File: config.mk
export PLATFORM = sky130hd
export DESIGN_NAME = iapfp_ctrl
export DESIGN_NICKNAME = d
export VERILOG_FILES = /design/src/iapfp_pkg.sv /design/src/iapfp_ctrl.sv /design/src/iapfp_timer.sv
export SDC_FILE = /design/constraint.sdc
export NUM_CORES = 2
export LEC_CHECK = 0
export ABC_AREA = 1
export BUFFER_PORTS_ARGS = -buffer_cell sky130_fd_sc_hd__buf_2
export CAP_MARGIN = 20
export CORE_MARGIN = 2
export CORE_UTILIZATION = 55
export CTS_CLUSTER_SIZE = 24
export DETAILED_ROUTE_END_ITERATION = 16
export PLACE_DENSITY_LB_ADDON = 0.15
export SLEW_MARGIN = 10
export SYNTH_ARGS = -nofsm -noshare
export SYNTH_HDL_FRONTEND = slang
export SYNTH_HIERARCHICAL = 1
export SYNTH_SLANG_ARGS = --single-unit
File: constraint.sdc
create_clock -name core_clk_i -period 79.5 [get_ports core_clk_i]
set_input_delay 23.85 -clock core_clk_i [delete_from_list [all_inputs] [get_ports core_clk_i]]
set_output_delay 23.85 -clock core_clk_i [all_outputs]
set_load 0.01 [all_outputs]
File: src/iapfp_pkg.sv
package iapfp_pkg;

   // Core clock
   localparam int CLK_NS = 10;

   // Operation durations, nanoseconds
   localparam int ERASE_T0_NS = 3_200_000;
   localparam int ERASE_T1_NS = 3_700_000;
   localparam int WRITE_T0_NS = 2_200_000;
   localparam int WRITE_T1_NS = 3_000_000;

   // Least times round up to whole cycles
   localparam int ERASE0_CYC = (ERASE_T0_NS + CLK_NS - 1) / CLK_NS;
   localparam int ERASE1_CYC = (ERASE_T1_NS + CLK_NS - 1) / CLK_NS;
   localparam int WRITE0_CYC = (WRITE_T0_NS + CLK_NS - 1) / CLK_NS;
   localparam int WRITE1_CYC = (WRITE_T1_NS + CLK_NS - 1) / CLK_NS;
   localparam int READ_CYC   = 4;
   localparam int UNLOCK_CYC = 1000;
   localparam int OP_CNT_W   = 20;
   localparam int UNLK_CNT_W = 16;

   // Register indices on the special register port
   localparam logic [3:0] REG_FLASH_OP_CONTROL   = 4'h0;
   localparam logic [3:0] REG_CHIP_RESET_PATTERN = 4'h1;
   localparam logic [3:0] REG_FLASH_TIMING       = 4'h2;
   localparam logic [3:0] REG_FLASH_ADDRESS_LOW  = 4'h3;
   localparam logic [3:0] REG_FLASH_ADDRESS_HIGH = 4'h4;
   localparam logic [3:0] REG_WORD0_DATA_LOW     = 4'h5;
   localparam logic [3:0] REG_WORD0_DATA_HIGH    = 4'h6;
   localparam logic [3:0] REG_WORD3_DATA_HIGH    = 4'hc;

   // Field positions
   localparam int FC0_EWEN_BIT = 7;
   localparam int FC0_MODE_HI  = 6;
   localparam int FC0_MODE_LO  = 4;
   localparam int FC0_TRIG_BIT = 3;
   localparam int FC0_WI_BIT   = 2;
   localparam int FC0_RDEN_BIT = 1;
   localparam int FC0_RI_BIT   = 0;
   localparam int FC2_DUR_BIT  = 1;
   localparam int FC2_CLR_BIT  = 0;

   // Operation mode codes
   localparam logic [2:0] MODE_WRITE  = 3'h0;
   localparam logic [2:0] MODE_ERASE  = 3'h1;
   localparam logic [2:0] MODE_READ   = 3'h3;
   localparam logic [2:0] MODE_UNLOCK = 3'h6;

   // Reset values
   localparam logic [7:0]  REG_RST   = 8'h00;
   localparam logic [12:0] ADDR_RST  = 13'h0000;
   localparam logic [15:0] WORD_RST  = 16'h0000;

   localparam logic [7:0] CHIP_RST_KEY = 8'h55;
   localparam int         ADDR_W       = 13;
   localparam int         PAGE_WORDS   = 32;
   localparam logic [4:0] PAGE_LAST    = 5'h1f;

   // Unlock bytes, indexed by data register number 0..7 (low/high pairs)
   localparam logic [7:0] UNLK_PAT [8] = '{8'h00, 8'h00, 8'h00, 8'h04,
                                           8'h0d, 8'h09, 8'hc3, 8'h40};

   typedef enum logic [3:0] {
      ST_IDLE  = 4'b0001,
      ST_ERASE = 4'b0010,
      ST_WRITE = 4'b0100,
      ST_READ  = 4'b1000
   } iapfp_state_type;

endpackage : iapfp_pkg

File: src/iapfp_ctrl.sv
`timescale 1ns/1ns
////////////////////////////////////////////////////////////////////////////////
// Function
// - Software cannot set erase/write enabled
// - Clearing enabled bit disables erase/write
// - Enabled set only by successful unlock
// - Decode write, erase, read, unlock modes
// - Trigger starts unlock timer, clears on expiry
// - Write initiate launches, clears when done
// - Reads only while read enable set
// - Read initiate launches, clears when done
// - Stall CPU during read, write, erase
// - Pattern 55H resets whole chip
// - Duration select picks erase/write times
// - Buffer clear bit clears, self-clears
// - Thirteen-bit address, upper bits read zero
// - Low byte write stores only
// - High byte write loads word, increments
// - Increment stops at page last word
// - Unlock needs six byte pattern in window
// - Buffer cleared after write completes
module iapfp_ctrl
   import iapfp_pkg::*;
#(
   parameter int ERASE0_CYCLES = ERASE0_CYC,
   parameter int ERASE1_CYCLES = ERASE1_CYC,
   parameter int WRITE0_CYCLES = WRITE0_CYC,
   parameter int WRITE1_CYCLES = WRITE1_CYC,
   parameter int READ_CYCLES   = READ_CYC,
   parameter int UNLOCK_CYCLES = UNLOCK_CYC
) (
   // Clock, reset, enable
   input  wire logic              core_clk_i,
   input  wire logic              sys_rst_i,
   input  wire logic              ce_i,
   // Special register port
   input  wire logic [3:0]        reg_addr_i,
   input  wire logic              reg_wr_i,
   input  wire logic              reg_rd_i,
   input  wire logic [7:0]        reg_wdata_i,
   output logic      [7:0]        reg_rdata_o,
   // Flash array
   output logic                   fl_erase_o,
   output logic                   fl_prog_o,
   output logic                   fl_read_o,
   output logic      [ADDR_W-1:0] fl_addr_o,
   output logic      [15:0]       fl_wdata_o,
   input  wire logic [15:0]       fl_rdata_i,
   // System
   output logic                   cpu_stall_o,
   output logic                   chip_rst_o
);

   ////////////////////////////////////////////////////////////////////////////////
   logic                  erase_write_enabled_r;
   logic [2:0]            operation_mode_select_r;
   logic                  unlock_trigger_r;
   logic                  write_initiate_r;
   logic                  read_enable_r;
   logic                  read_initiate_r;
   logic                  duration_select_r;
   logic                  buffer_clear_r;
   logic [7:0]            chip_reset_pattern_r;
   logic [ADDR_W-1:0]     flash_word_address_r;
   logic [7:0]            data_r [8];
   logic [15:0]           wbuf_r [PAGE_WORDS];
   logic [PAGE_WORDS-1:0] tag_r;
   logic [5:0]            unlk_match_r;
   logic [4:0]            stream_idx_r;
   logic                  stream_on_r;
   iapfp_state_type       state_r;

   logic                  wr_fc0;
   logic                  wr_fc2;
   logic                  wr_hi0;
   logic                  launch_ew;
   logic                  launch_rd;
   logic                  unlk_start;
   logic                  unlk_run;
   logic                  unlk_expire;
   logic                  op_start;
   logic [OP_CNT_W-1:0]   op_len;
   logic                  op_expire;
   logic                  unlock_ok;
   logic [2:0]            new_mode;
   logic                  idle;

   assign idle     = (state_r == ST_IDLE);
   assign wr_fc0   = reg_wr_i && idle && (reg_addr_i == REG_FLASH_OP_CONTROL);
   assign wr_fc2   = reg_wr_i && idle && (reg_addr_i == REG_FLASH_TIMING);
   assign wr_hi0   = reg_wr_i && idle && (reg_addr_i == REG_WORD0_DATA_HIGH);
   assign new_mode = reg_wdata_i[FC0_MODE_HI:FC0_MODE_LO];

   // Erase/write only once unlocked and mode decodes to write or erase
   assign launch_ew = wr_fc0 && reg_wdata_i[FC0_WI_BIT] && erase_write_enabled_r
                      && ((new_mode == MODE_WRITE) || (new_mode == MODE_ERASE));
   // Read enable must already be set; the same write may not set both
   assign launch_rd = wr_fc0 && reg_wdata_i[FC0_RI_BIT] && read_enable_r
                      && (new_mode == MODE_READ);
   assign unlk_start = wr_fc0 && reg_wdata_i[FC0_TRIG_BIT] && (new_mode == MODE_UNLOCK);
   assign unlock_ok  = unlk_run && (&unlk_match_r);
   assign op_start   = launch_ew || launch_rd;

   always_comb begin
      if (launch_rd) begin
         op_len = OP_CNT_W'(READ_CYCLES);
      end else if (new_mode == MODE_ERASE) begin
         op_len = duration_select_r ? OP_CNT_W'(ERASE1_CYCLES)
                                    : OP_CNT_W'(ERASE0_CYCLES);
      end else begin
         op_len = duration_select_r ? OP_CNT_W'(WRITE1_CYCLES)
                                    : OP_CNT_W'(WRITE0_CYCLES);
      end
   end

   ////////////////////////////////////////////////////////////////////////////////
   iapfp_timer #(.W(UNLK_CNT_W)) u_unlock_timer (
      .core_clk_i (core_clk_i),
      .sys_rst_i  (sys_rst_i),
      .ce_i       (ce_i),
      .start_i    (unlk_start),
      .len_i      (UNLK_CNT_W'(UNLOCK_CYCLES)),
      .run_o      (unlk_run),
      .expire_o   (unlk_expire)
   );

   iapfp_timer #(.W(OP_CNT_W)) u_op_timer (
      .core_clk_i (core_clk_i),
      .sys_rst_i  (sys_rst_i),
      .ce_i       (ce_i),
      .start_i    (op_start),
      .len_i      (op_len),
      .run_o      (),
      .expire_o   (op_expire)
   );

   ////////////////////////////////////////////////////////////////////////////////
   // Operation sequencer
   always_ff @(posedge core_clk_i or posedge sys_rst_i) begin
      if (sys_rst_i) begin
         state_r <= ST_IDLE;
      end else if (ce_i) begin
         unique case (state_r)
            ST_IDLE: begin
               if (launch_rd) begin
                  state_r <= ST_READ;
               end else if (launch_ew) begin
                  state_r <= (new_mode == MODE_ERASE) ? ST_ERASE : ST_WRITE;
               end
            end
            ST_ERASE, ST_WRITE, ST_READ: begin
               if (op_expire) begin
                  state_r <= ST_IDLE;
               end
            end
            default: state_r <= ST_IDLE;
         endcase
      end
   end

   always_ff @(posedge core_clk_i or posedge sys_rst_i) begin
      if (sys_rst_i) begin
         cpu_stall_o <= 1'b0;
      end else if (ce_i) begin
         if (op_start) begin
            cpu_stall_o <= 1'b1;
         end else if (op_expire) begin
            cpu_stall_o <= 1'b0;
         end
      end
   end

   ////////////////////////////////////////////////////////////////////////////////
   // Control register
   always_ff @(posedge core_clk_i or posedge sys_rst_i) begin
      if (sys_rst_i) begin
         erase_write_enabled_r   <= 1'b0;
         operation_mode_select_r <= REG_RST[FC0_MODE_HI:FC0_MODE_LO];
         unlock_trigger_r        <= 1'b0;
         write_initiate_r        <= 1'b0;
         read_enable_r           <= 1'b0;
         read_initiate_r         <= 1'b0;
      end else if (ce_i) begin
         // Hardware set wins over a clear in the same cycle
         if (unlock_ok) begin
            erase_write_enabled_r <= 1'b1;
         end else if (wr_fc0 && !reg_wdata_i[FC0_EWEN_BIT]) begin
            erase_write_enabled_r <= 1'b0;
         end
         if (wr_fc0) begin
            operation_mode_select_r <= new_mode;
            read_enable_r           <= reg_wdata_i[FC0_RDEN_BIT];
         end
         if (unlk_start) begin
            unlock_trigger_r <= 1'b1;
         end else if (unlk_expire) begin
            unlock_trigger_r <= 1'b0;
         end
         if (launch_ew) begin
            write_initiate_r <= 1'b1;
         end else if (op_expire && (state_r != ST_READ)) begin
            write_initiate_r <= 1'b0;
         end
         if (launch_rd) begin
            read_initiate_r <= 1'b1;
         end else if (op_expire && (state_r == ST_READ)) begin
            read_initiate_r <= 1'b0;
         end
      end
   end

   // Unlock bytes must all land while the window is open
   always_ff @(posedge core_clk_i or posedge sys_rst_i) begin
      if (sys_rst_i) begin
         unlk_match_r <= '0;
      end else if (ce_i) begin
         if (unlk_start || !unlk_run) begin
            unlk_match_r <= '0;
         end else if (reg_wr_i && (reg_addr_i > REG_WORD0_DATA_HIGH)
                      && (reg_addr_i <= REG_WORD3_DATA_HIGH)) begin
            unlk_match_r[3'(reg_addr_i - 4'h7)] <=
               (reg_wdata_i == UNLK_PAT[3'(reg_addr_i - REG_WORD0_DATA_LOW)]);
         end
      end
   end

   // Duration select and buffer clear control
   always_ff @(posedge core_clk_i or posedge sys_rst_i) begin
      if (sys_rst_i) begin
         duration_select_r <= REG_RST[FC2_DUR_BIT];
         buffer_clear_r    <= REG_RST[FC2_CLR_BIT];
      end else if (ce_i) begin
         if (wr_fc2) begin
            duration_select_r <= reg_wdata_i[FC2_DUR_BIT];
         end
         // One cycle to wipe the buffer, then the bit drops
         buffer_clear_r <= wr_fc2 && reg_wdata_i[FC2_CLR_BIT];
      end
   end

   // Chip reset request
   always_ff @(posedge core_clk_i or posedge sys_rst_i) begin
      if (sys_rst_i) begin
         chip_reset_pattern_r <= REG_RST;
         chip_rst_o           <= 1'b0;
      end else if (ce_i) begin
         chip_rst_o <= 1'b0;
         if (reg_wr_i && idle && (reg_addr_i == REG_CHIP_RESET_PATTERN)) begin
            chip_reset_pattern_r <= reg_wdata_i;
            chip_rst_o           <= (reg_wdata_i == CHIP_RST_KEY);
         end
      end
   end

   ////////////////////////////////////////////////////////////////////////////////
   // Address and data registers
   always_ff @(posedge core_clk_i or posedge sys_rst_i) begin
      if (sys_rst_i) begin
         flash_word_address_r <= ADDR_RST;
      end else if (ce_i) begin
         if (reg_wr_i && idle && (reg_addr_i == REG_FLASH_ADDRESS_LOW)) begin
            flash_word_address_r[7:0] <= reg_wdata_i;
         end else if (reg_wr_i && idle && (reg_addr_i == REG_FLASH_ADDRESS_HIGH)) begin
            flash_word_address_r[ADDR_W-1:8] <= reg_wdata_i[ADDR_W-9:0];
         end else if (wr_hi0 && erase_write_enabled_r
                      && (flash_word_address_r[4:0] != PAGE_LAST)) begin
            flash_word_address_r <= flash_word_address_r + ADDR_W'(1);
         end
      end
   end

   always_ff @(posedge core_clk_i or posedge sys_rst_i) begin
      if (sys_rst_i) begin
         data_r <= '{default: REG_RST};
      end else if (ce_i) begin
         if (op_expire && (state_r == ST_READ)) begin
            data_r[0] <= fl_rdata_i[7:0];
            data_r[1] <= fl_rdata_i[15:8];
         end else if (reg_wr_i && idle && (reg_addr_i >= REG_WORD0_DATA_LOW)
                      && (reg_addr_i <= REG_WORD3_DATA_HIGH)) begin
            data_r[3'(reg_addr_i - REG_WORD0_DATA_LOW)] <= reg_wdata_i;
         end
      end
   end

   ////////////////////////////////////////////////////////////////////////////////
   // Page write buffer; tags mark words to program or erase
   always_ff @(posedge core_clk_i or posedge sys_rst_i) begin
      if (sys_rst_i) begin
         tag_r  <= '0;
         wbuf_r <= '{default: WORD_RST};
      end else if (ce_i) begin
         if (buffer_clear_r || (op_expire && (state_r == ST_WRITE))) begin
            tag_r  <= '0;
            wbuf_r <= '{default: WORD_RST};
         end else if (wr_hi0 && erase_write_enabled_r) begin
            wbuf_r[flash_word_address_r[4:0]] <= {reg_wdata_i, data_r[0]};
            tag_r[flash_word_address_r[4:0]]  <= 1'b1;
         end
      end
   end

   // Tagged words go to the array one per cycle at operation start
   always_ff @(posedge core_clk_i or posedge sys_rst_i) begin
      if (sys_rst_i) begin
         stream_on_r  <= 1'b0;
         stream_idx_r <= '0;
         fl_erase_o   <= 1'b0;
         fl_prog_o    <= 1'b0;
         fl_read_o    <= 1'b0;
         fl_addr_o    <= ADDR_RST;
         fl_wdata_o   <= WORD_RST;
      end else if (ce_i) begin
         fl_erase_o <= 1'b0;
         fl_prog_o  <= 1'b0;
         fl_read_o  <= 1'b0;
         if (launch_ew) begin
            stream_on_r  <= 1'b1;
            stream_idx_r <= '0;
         end else if (stream_on_r) begin
            stream_idx_r <= stream_idx_r + 5'h01;
            stream_on_r  <= (stream_idx_r != PAGE_LAST);
            fl_addr_o    <= {flash_word_address_r[ADDR_W-1:5], stream_idx_r};
            fl_wdata_o   <= wbuf_r[stream_idx_r];
            fl_erase_o   <= tag_r[stream_idx_r] && (state_r == ST_ERASE);
            fl_prog_o    <= tag_r[stream_idx_r] && (state_r == ST_WRITE);
         end else if (launch_rd) begin
            fl_addr_o <= flash_word_address_r;
            fl_read_o <= 1'b1;
         end
      end
   end

   ////////////////////////////////////////////////////////////////////////////////
   // Register read port, one cycle latency
   always_ff @(posedge core_clk_i or posedge sys_rst_i) begin
      if (sys_rst_i) begin
         reg_rdata_o <= REG_RST;
      end else if (ce_i && reg_rd_i) begin
         if (reg_addr_i >= REG_WORD0_DATA_LOW && reg_addr_i <= REG_WORD3_DATA_HIGH) begin
            reg_rdata_o <= data_r[3'(reg_addr_i - REG_WORD0_DATA_LOW)];
         end else begin
            unique case (reg_addr_i)
               REG_FLASH_OP_CONTROL:   reg_rdata_o <= {erase_write_enabled_r,
                                                       operation_mode_select_r,
                                                       unlock_trigger_r, write_initiate_r,
                                                       read_enable_r, read_initiate_r};
               REG_CHIP_RESET_PATTERN: reg_rdata_o <= chip_reset_pattern_r;
               REG_FLASH_TIMING:       reg_rdata_o <= {6'h00, duration_select_r,
                                                       buffer_clear_r};
               REG_FLASH_ADDRESS_LOW:  reg_rdata_o <= flash_word_address_r[7:0];
               REG_FLASH_ADDRESS_HIGH: reg_rdata_o <= {3'h0,
                                                       flash_word_address_r[ADDR_W-1:8]};
               default:                reg_rdata_o <= REG_RST;
            endcase
         end
      end
   end

endmodule : iapfp_ctrl

File: src/iapfp_timer.sv
`timescale 1ns/1ns
module iapfp_timer #(
   parameter int W = 16
) (
   // Clock and reset
   input  wire logic         core_clk_i,
   input  wire logic         sys_rst_i,
   input  wire logic         ce_i,
   // Control
   input  wire logic         start_i,
   input  wire logic [W-1:0] len_i,
   // Status
   output logic              run_o,
   output logic              expire_o
);
   logic [W-1:0] cnt_r;

   always_ff @(posedge core_clk_i or posedge sys_rst_i) begin
      if (sys_rst_i) begin
         cnt_r    <= '0;
         run_o    <= 1'b0;
         expire_o <= 1'b0;
      end else if (ce_i) begin
         expire_o <= 1'b0;
         if (start_i) begin
            cnt_r <= len_i;
            run_o <= 1'b1;
         end else if (run_o) begin
            // Zero length treated as one cycle
            if (cnt_r <= W'(1)) begin
               run_o    <= 1'b0;
               expire_o <= 1'b1;
            end else begin
               cnt_r <= cnt_r - W'(1);
            end
         end
      end
   end
endmodule : iapfp_timer

======== Yosys cells after proc, flatten, opt, wreduce, memory -nomap -nowiden ========
Memory sizes are Yosys's and may differ from the RTL's.
Cells that the tools add are included.
Widths: inputs -> output; s select.
cells by class
  bitwise operators ....................... 7
  equality and inequality tests ........... 22
  reductions and logical operators ........ 79
  muxes and demuxes ....................... 86
  add/sub/neg operators ................... 6
  magnitude comparators ................... 15
operators by type and width
  cell                   number
  $mux 512               2
  $bwmux 512             1
  $mux 16                7
  $bmux 16 s5            1
  $demux 16 s5           1
  $bwmux 64              1
  $mux 32                2
  $mux 64                1
  $mux 8                 8
  $mux 20                3
  $mux 19                3
  $pmux 8 s5             1
  $mux 13                3
  $logic_and 1x1->1      35
  $mux 1                 35
  $or 32x32->32          1
  $reduce_bool 2->1      14
  $bmux 8 s3             1
  $demux 8 s3            1
  $reduce_and 2->1       12
  $reduce_and 3->1       8
  $le 20x1->1 const B    1
  $sub 20x1->20 const B  1
  $mux 17                1
  48 further kinds       71
word-level totals
  output and inout bits ................... 42
  memories kept ........................... 1
  ROM bits ................................ 64
  bits of input ports ..................... 33
  bits in registers ....................... 737
  logic and storage cells ................. 286
memory list
  name             depth  bits a word  rd ports  clocked after Yosys merged registers in  write ports  line               RTL
  (no name shown)  8      8            1         0                                        0            iapfp_ctrl.sv:222  (reg_wdata_i == UNLK_PAT[3'(reg_addr_i - REG_WORD0_DATA_LOW)]);

======== Depth between registers and ports, before layout ========
  depth after elaboration ................. 9
  mapped depth ............................ 16
  gate-level depth less buffers ........... 13

======== Modules after synthesis ========
Netlist, hierarchy kept.
modules (own cells, without submodules)
  module                         area an instance (µm²)  instances  cells an instance  sequential area each (µm²)
  iapfp_ctrl                     43062.6                 1          6371               17443.0
  iapfp_timer at u_op_timer      1731.7                  1          264                550.5
  iapfp_timer at u_unlock_timer  1448.9                  1          211                450.4

======== Least setup slack after synthesis ========
Ideal clock, no wire load.
  kind .................................... input to register
  start ................................... input port reg_addr_i[0]
  end ..................................... register u_op_timer.cnt_r[0]
  stages .................................. 13
  arrival ................................. 26.029 ns
  slack ................................... 53.352 ns
  library setup time ...................... 0.118 ns
  cells stage by stage .................... buf_4 > inv_6 > clkbuf_1 > ha_1 > nand2_1 > nor2_2 > nand2_1 > nand2_1 > clkbuf_1 > buf_1 > o21ai_0 > nand2_1 > o21ai_2
between the ends
  cells in the longest elaborated chain, start to end .. 8
RTL lines
  element                                                           line                                RTL
  start: declaration                                                iapfp_ctrl.sv:37                    input wire logic [3:0] reg_addr_i,
  $logic_not 4->1 *                                                 iapfp_ctrl.sv:89                    assign wr_fc0 = reg_wr_i && idle && (reg_addr_i == REG_FLASH_OP_CONTROL);
  $logic_and 1x1->1 *                                               iapfp_ctrl.sv:89
  $logic_and 1x1->1 (on tied branches) (2 in a row)                 iapfp_ctrl.sv:95, iapfp_ctrl.sv:98
  $logic_and 1x1->1 (on tied branches)                              iapfp_ctrl.sv:96, iapfp_ctrl.sv:99
  $logic_or 1x1->1 *                                                iapfp_ctrl.sv:102                   assign op_start = launch_ew || launch_rd;
  net op_start                                                      iapfp_ctrl.sv:81                    logic op_start;
  $ne 2x2->1 (no line) / $reduce_bool 2->1 (equally long branches)  n/a
  $reduce_and 3->1 (no line)                                        n/a
  end signal: assignment                                            iapfp_timer.sv:26                   cnt_r <= len_i;
  end signal: assignment                                            iapfp_timer.sv:34                   cnt_r <= cnt_r - W'(1);
  end: declaration                                                  iapfp_timer.sv:16                   logic [W-1:0] cnt_r;
The timed path passes the listed nets; every way through them passes the cells marked *.
A chain may end at the register's enable or synchronous reset.

======== Worst setup path after layout ========
  start ................................... input port reg_addr_i[0]
  end ..................................... register wbuf_r[316] (netlist bit)
between the ends
  cells in the longest elaborated chain, start to end .. 5
RTL lines
  element                         line               RTL
  $eq 4x3->1                      iapfp_ctrl.sv:91   assign wr_hi0 = reg_wr_i && idle && (reg_addr_i == REG_WORD0_DATA_HIGH);
  $logic_and 1x1->1               iapfp_ctrl.sv:91
  $logic_and 1x1->1               iapfp_ctrl.sv:296  end else if (wr_hi0 && erase_write_enabled_r) begin
  $reduce_bool 2->1 (no line)     n/a
  $reduce_and 2->1 (no line)      n/a
  end signal: indexed assignment  iapfp_ctrl.sv:297  wbuf_r[flash_word_address_r[4:0]] <= {reg_wdata_i, data_r[0]};
  end: declaration                iapfp_ctrl.sv:66   logic [15:0] wbuf_r [PAGE_WORDS];
No other way between the ends.

==> results.py <==
metrics = {
    "sta": {
        "worst_slew_margin_rel_pct": 26.7,
        "fin_crit_ns": 28.86,
        "fmax_mhz": 34.6,
        "hold-worst-slack_ns": 0.460,
        "timing_hold_violations_final": 0,
        "finalCritPeriodShare_pct": 36.3,
        "grt_setup_unrepaired": "false",
        "final_setup_skew_ns": 0.0252,
        "slew_viol_final": 0,
        "tightestPinTransition_ns": 1.10,
        "setup_viol_count_final": 0,
        "totalNegativeSetupSlack_ns": 0,
    },
    "yosys": {
        "synth_seq_cells": 737,
        "most_instantiated_flip_flop_cell_in_the_synthesis_netlist": "sky130_fd_sc_hd__dfrtp_1",
        "area_share_of_the_leading_cell_type_in_the_synthesized_netlist_pct": 39.8,
        "synthMostInstantiatedCell": "sky130_fd_sc_hd__nand2_1",
        "synth.cells.most_frequent": "sky130_fd_sc_hd__nand2_1 (2685), sky130_fd_sc_hd__dfrtp_1 (736), sky130_fd_sc_hd__nor2_1 (640)",
        "post_synthesis_async_set_or_reset_flop_share_pct": 100,
        "synth_warnings": 6,
        "postSynthAreaPerCell_um2": 6.75,
        "ys_seq_area_share_pct": 39.9,
        "post-synth-top-area-cell": "sky130_fd_sc_hd__dfrtp_1",
        "post_synth_inst_count": 6846,
        "synth_edf_count": 0,
        "synthTopCellsByArea": "sky130_fd_sc_hd__dfrtp_1 (40%), sky130_fd_sc_hd__nand2_1 (22%), sky130_fd_sc_hd__nand4_1 (7.1%), sky130_fd_sc_hd__nand3_1 (6.7%), sky130_fd_sc_hd__nor2_1 (5.2%)",
        "ys_types": 49,
        "area_of_the_mapped_netlist_um2": 46200,
    },
    "cells_and_area": {
        "fin_cells": 7724,
        "drive_above_1_share_pct": 8.67,
        "seq_area_um2": 18500,
        "multi_input_comb_area_um2": 23200,
        "fin_nets": 6631,
        "nFillCells": 7831,
        "flow.area_growth_from_synthesis_pct": 5.70,
        "fin_area_um2": 48900,
    },
    "drt": {
        "routed_wirelength_mm": 154,
        "average_wire_per_standard_cell_um": 19.9,
        "vias": 45200,
        "remaining_drc_errors": 0,
        "vias_per_cell": 5.86,
        "tritonroute_pass_1_iters": 6,
        "antenna_viol_nets_final": 0,
        "first_iter_violations": 6053,
    },
    "cts": {
        "number_of_cells_upsized_or_downsized_after_cts": 0,
        "tritoncts.num_buffers": 85,
        "cts_max_path_buffers": 3,
        "postCtsSetupRepairBufs": 0,
        "clock-root-buffer": "sky130_fd_sc_hd__clkbuf_16",
        "cts_hold_buffers": 0,
        "clk-insertion-delay-late_ns": 0.66,
        "clock_sinks": 737,
        "ctsHtreeMaxLevel": 3,
        "tritoncts_clock_tree": "done",
        "reg_clk_slew_reported_paths_ns": 0.06,
    },
    "critical_path": {
        "crit_path_start": "reg_addr_i[0]",
        "worstPathCellList": "buf_2, buf_4, inv_6, ha_1, nand2_1, nor3_2, or2_4, buf_4, buf_4, buf_4, buf_4, nand3_4, nand2_1, nand2_1",
        "ff2ff_path_depth": 10,
        "timing.setup.critical_path_class": "in2reg",
        "worst_r2r_startpoint": "u_op_timer/expire_o",
        "timing.critical_path.from_type": "primary input",
        "critical_path.n_buffers_inverters": 7,
        "timing.critical_path.to_type": "flop",
        "depth_of_the_critical_timing_path_with_buffers_and_inverters_included": 14,
        "cpPeakStageDelay_ns": 0.80,
        "crit_path_max_fanout": 76,
        "cpMostUsedCell": "sky130_fd_sc_hd__buf_4",
        "crit_path_top_delay_cell": "sky130_fd_sc_hd__buf_4",
        "worst-endpoint-required_ns": 80.03,
        "worst-endpoint-arrival_ns": 29.40,
        "crit_family": "buffers and inverters",
    },
    "placed_design": {
        "place_congestion": 0.909,
        "dpl.cell_count": 7561,
        "io_buffers": 74,
        "detailed_place.area_um2": 45900,
        "dp_hpwl_mm": 88.3,
    },
    "floorplan": {
        "initial_utilization_pct": 55.4,
        "area_of_the_core_region_um2": 83400,
        "die_width_um": 294,
        "placement_rows": 106,
        "die_area_um2": 86400,
        "dieHeight_um": 294,
        "io_pins": 75,
    },
    "global_routing": {
        "antenna_found_initial": 3,
        "wire_length_of_the_first_global_routing_pass_mm": 241,
        "globalRouteTotalUtil_pct": 35.3,
        "grt_start_max_net_pins": 200,
        "globalRouteOverflowTotal": 0,
        "first_global_vias": 41200,
    },
    "min_path": {
        "hold_path.class": "reg2reg",
        "min_from": "wbuf_r[370]",
        "hold_depth": 2,
    },
    "flow_run": {
        "cap_viol_max_count": 0,
    },
    "power_and_ir_drop": {
        "power_per_cell_area_nw_per_um2": 21.7,
        "total_leakage_power_nw": 25.3,
        "worst_ir_drop_vdd_mv": 0.0218,
    },
    "outcome": {
        "run_status": "completed",
    },
}
## report_power, final
part,switching (mW),internal [mW]
logic,0.173,0.0549
clock network,0.168,0.241
registers,0.0248,0.400
total,0.367,0.696
## flip-flops by register name (all words and copies together) (netlist names), 13 cells and up
name and flops:
flash_word_address_r 13, fl_wdata_o 16, fl_addr_o 13, data_r 64, tag_r 32, u_unlock_timer/cnt_r 16, u_op_timer/cnt_r 20, wbuf_r 512
## final cells by class
cell class | count | area share, %
flip-flops and latches | 737 | 37.8
repair buffers | 149 | 2.06
well taps | 1080 | 2.76
clock inverters | 20 | 0.522
diodes | 1 | 0.00512
clock buffers | 135 | 5.33
multi-input cells | 5080 | 47.5
inverters | 522 | 4.05
## worst paths after layout
| check | end | slack (ns) |
|---|---|---|
| setup / recovery | wbuf_r[316] | 50.64 |
| max in group asynchronous | stream_idx_r[2] | 52.98 |
| hold reg to reg | wbuf_r[370] | 0.46 |
| setup reg to reg | wbuf_r[316] | 73.23 |
| min in group asynchronous | fl_addr_o[8] | 23.32 |
| hold / removal | wbuf_r[370] | 0.46 |
## worst register-to-register path, cell delays in order (launching register included)
cell                      delay (ns)
sky130_fd_sc_hd__dfrtp_1        0.87
sky130_fd_sc_hd__nand4_1        0.40
sky130_fd_sc_hd__nand2_8        0.62
sky130_fd_sc_hd__or2_4          0.72
sky130_fd_sc_hd__buf_4          0.68
sky130_fd_sc_hd__buf_4          0.82
sky130_fd_sc_hd__buf_4          0.78
sky130_fd_sc_hd__buf_4          0.68
sky130_fd_sc_hd__nand3_4        0.39
sky130_fd_sc_hd__nand2_1        0.15
sky130_fd_sc_hd__nand2_1        0.06
## per-stage QoR
stage / worst slack [ns] / power (mW) / util [%]
after CTS: 50.74 / 1.06 / 58.5
after detailed placement: 50.06 / 0.653 / 55.1
after global routing: 50.31 / 1.10 / 58.6
final: 50.64 / 1.06 / 58.6
after floorplan: 36.11 / 0.574 / -
after global placement: 50.12 / 0.650 / 55.0
## placed cells by master (no fill, tap or decap), types with 20 or more instances in the layout
cell type                      n
sky130_fd_sc_hd__clkbuf_1     23
sky130_fd_sc_hd__inv_1       501
sky130_fd_sc_hd__nor2_2       33
sky130_fd_sc_hd__nand3_1     616
sky130_fd_sc_hd__nand2_2      27
sky130_fd_sc_hd__o21ai_1      22
sky130_fd_sc_hd__conb_1       20
sky130_fd_sc_hd__o21ai_0     205
sky130_fd_sc_hd__or2_2        95
sky130_fd_sc_hd__buf_4        68
sky130_fd_sc_hd__dfrtp_1     725
sky130_fd_sc_hd__nand2_1    2685
sky130_fd_sc_hd__a21oi_1      24
sky130_fd_sc_hd__nand3_4      31
sky130_fd_sc_hd__ha_1         23
sky130_fd_sc_hd__buf_2        73
sky130_fd_sc_hd__clkbuf_8     25
sky130_fd_sc_hd__nand4_1     526
sky130_fd_sc_hd__o21ai_2      52
sky130_fd_sc_hd__nor2_1      640
sky130_fd_sc_hd__clkbuf_16    87
## cells by family after synthesis
family	count (synthesis)	synth area share [%]
AO/OA/AOI/OAI	338	4.25
XOR/XNOR	5	0.0947
adder cells (fa/ha/maj)	23	0.622
buffers and inverters	1047	10.1
flip-flops	737	39.9
other	2	0.0162
AND/OR/NAND/NOR	4694	45.0
## layer usage
metal	track usage (%)	vias up	wire, um
met3	5.21	406	14600
met4	15.3	4	7170
li1	-	21300	-
met2	53.5	2279	68300
met1	50.3	21300	63800
met5	0	-	21
Note: power is estimated with default switching activity, not from simulation.
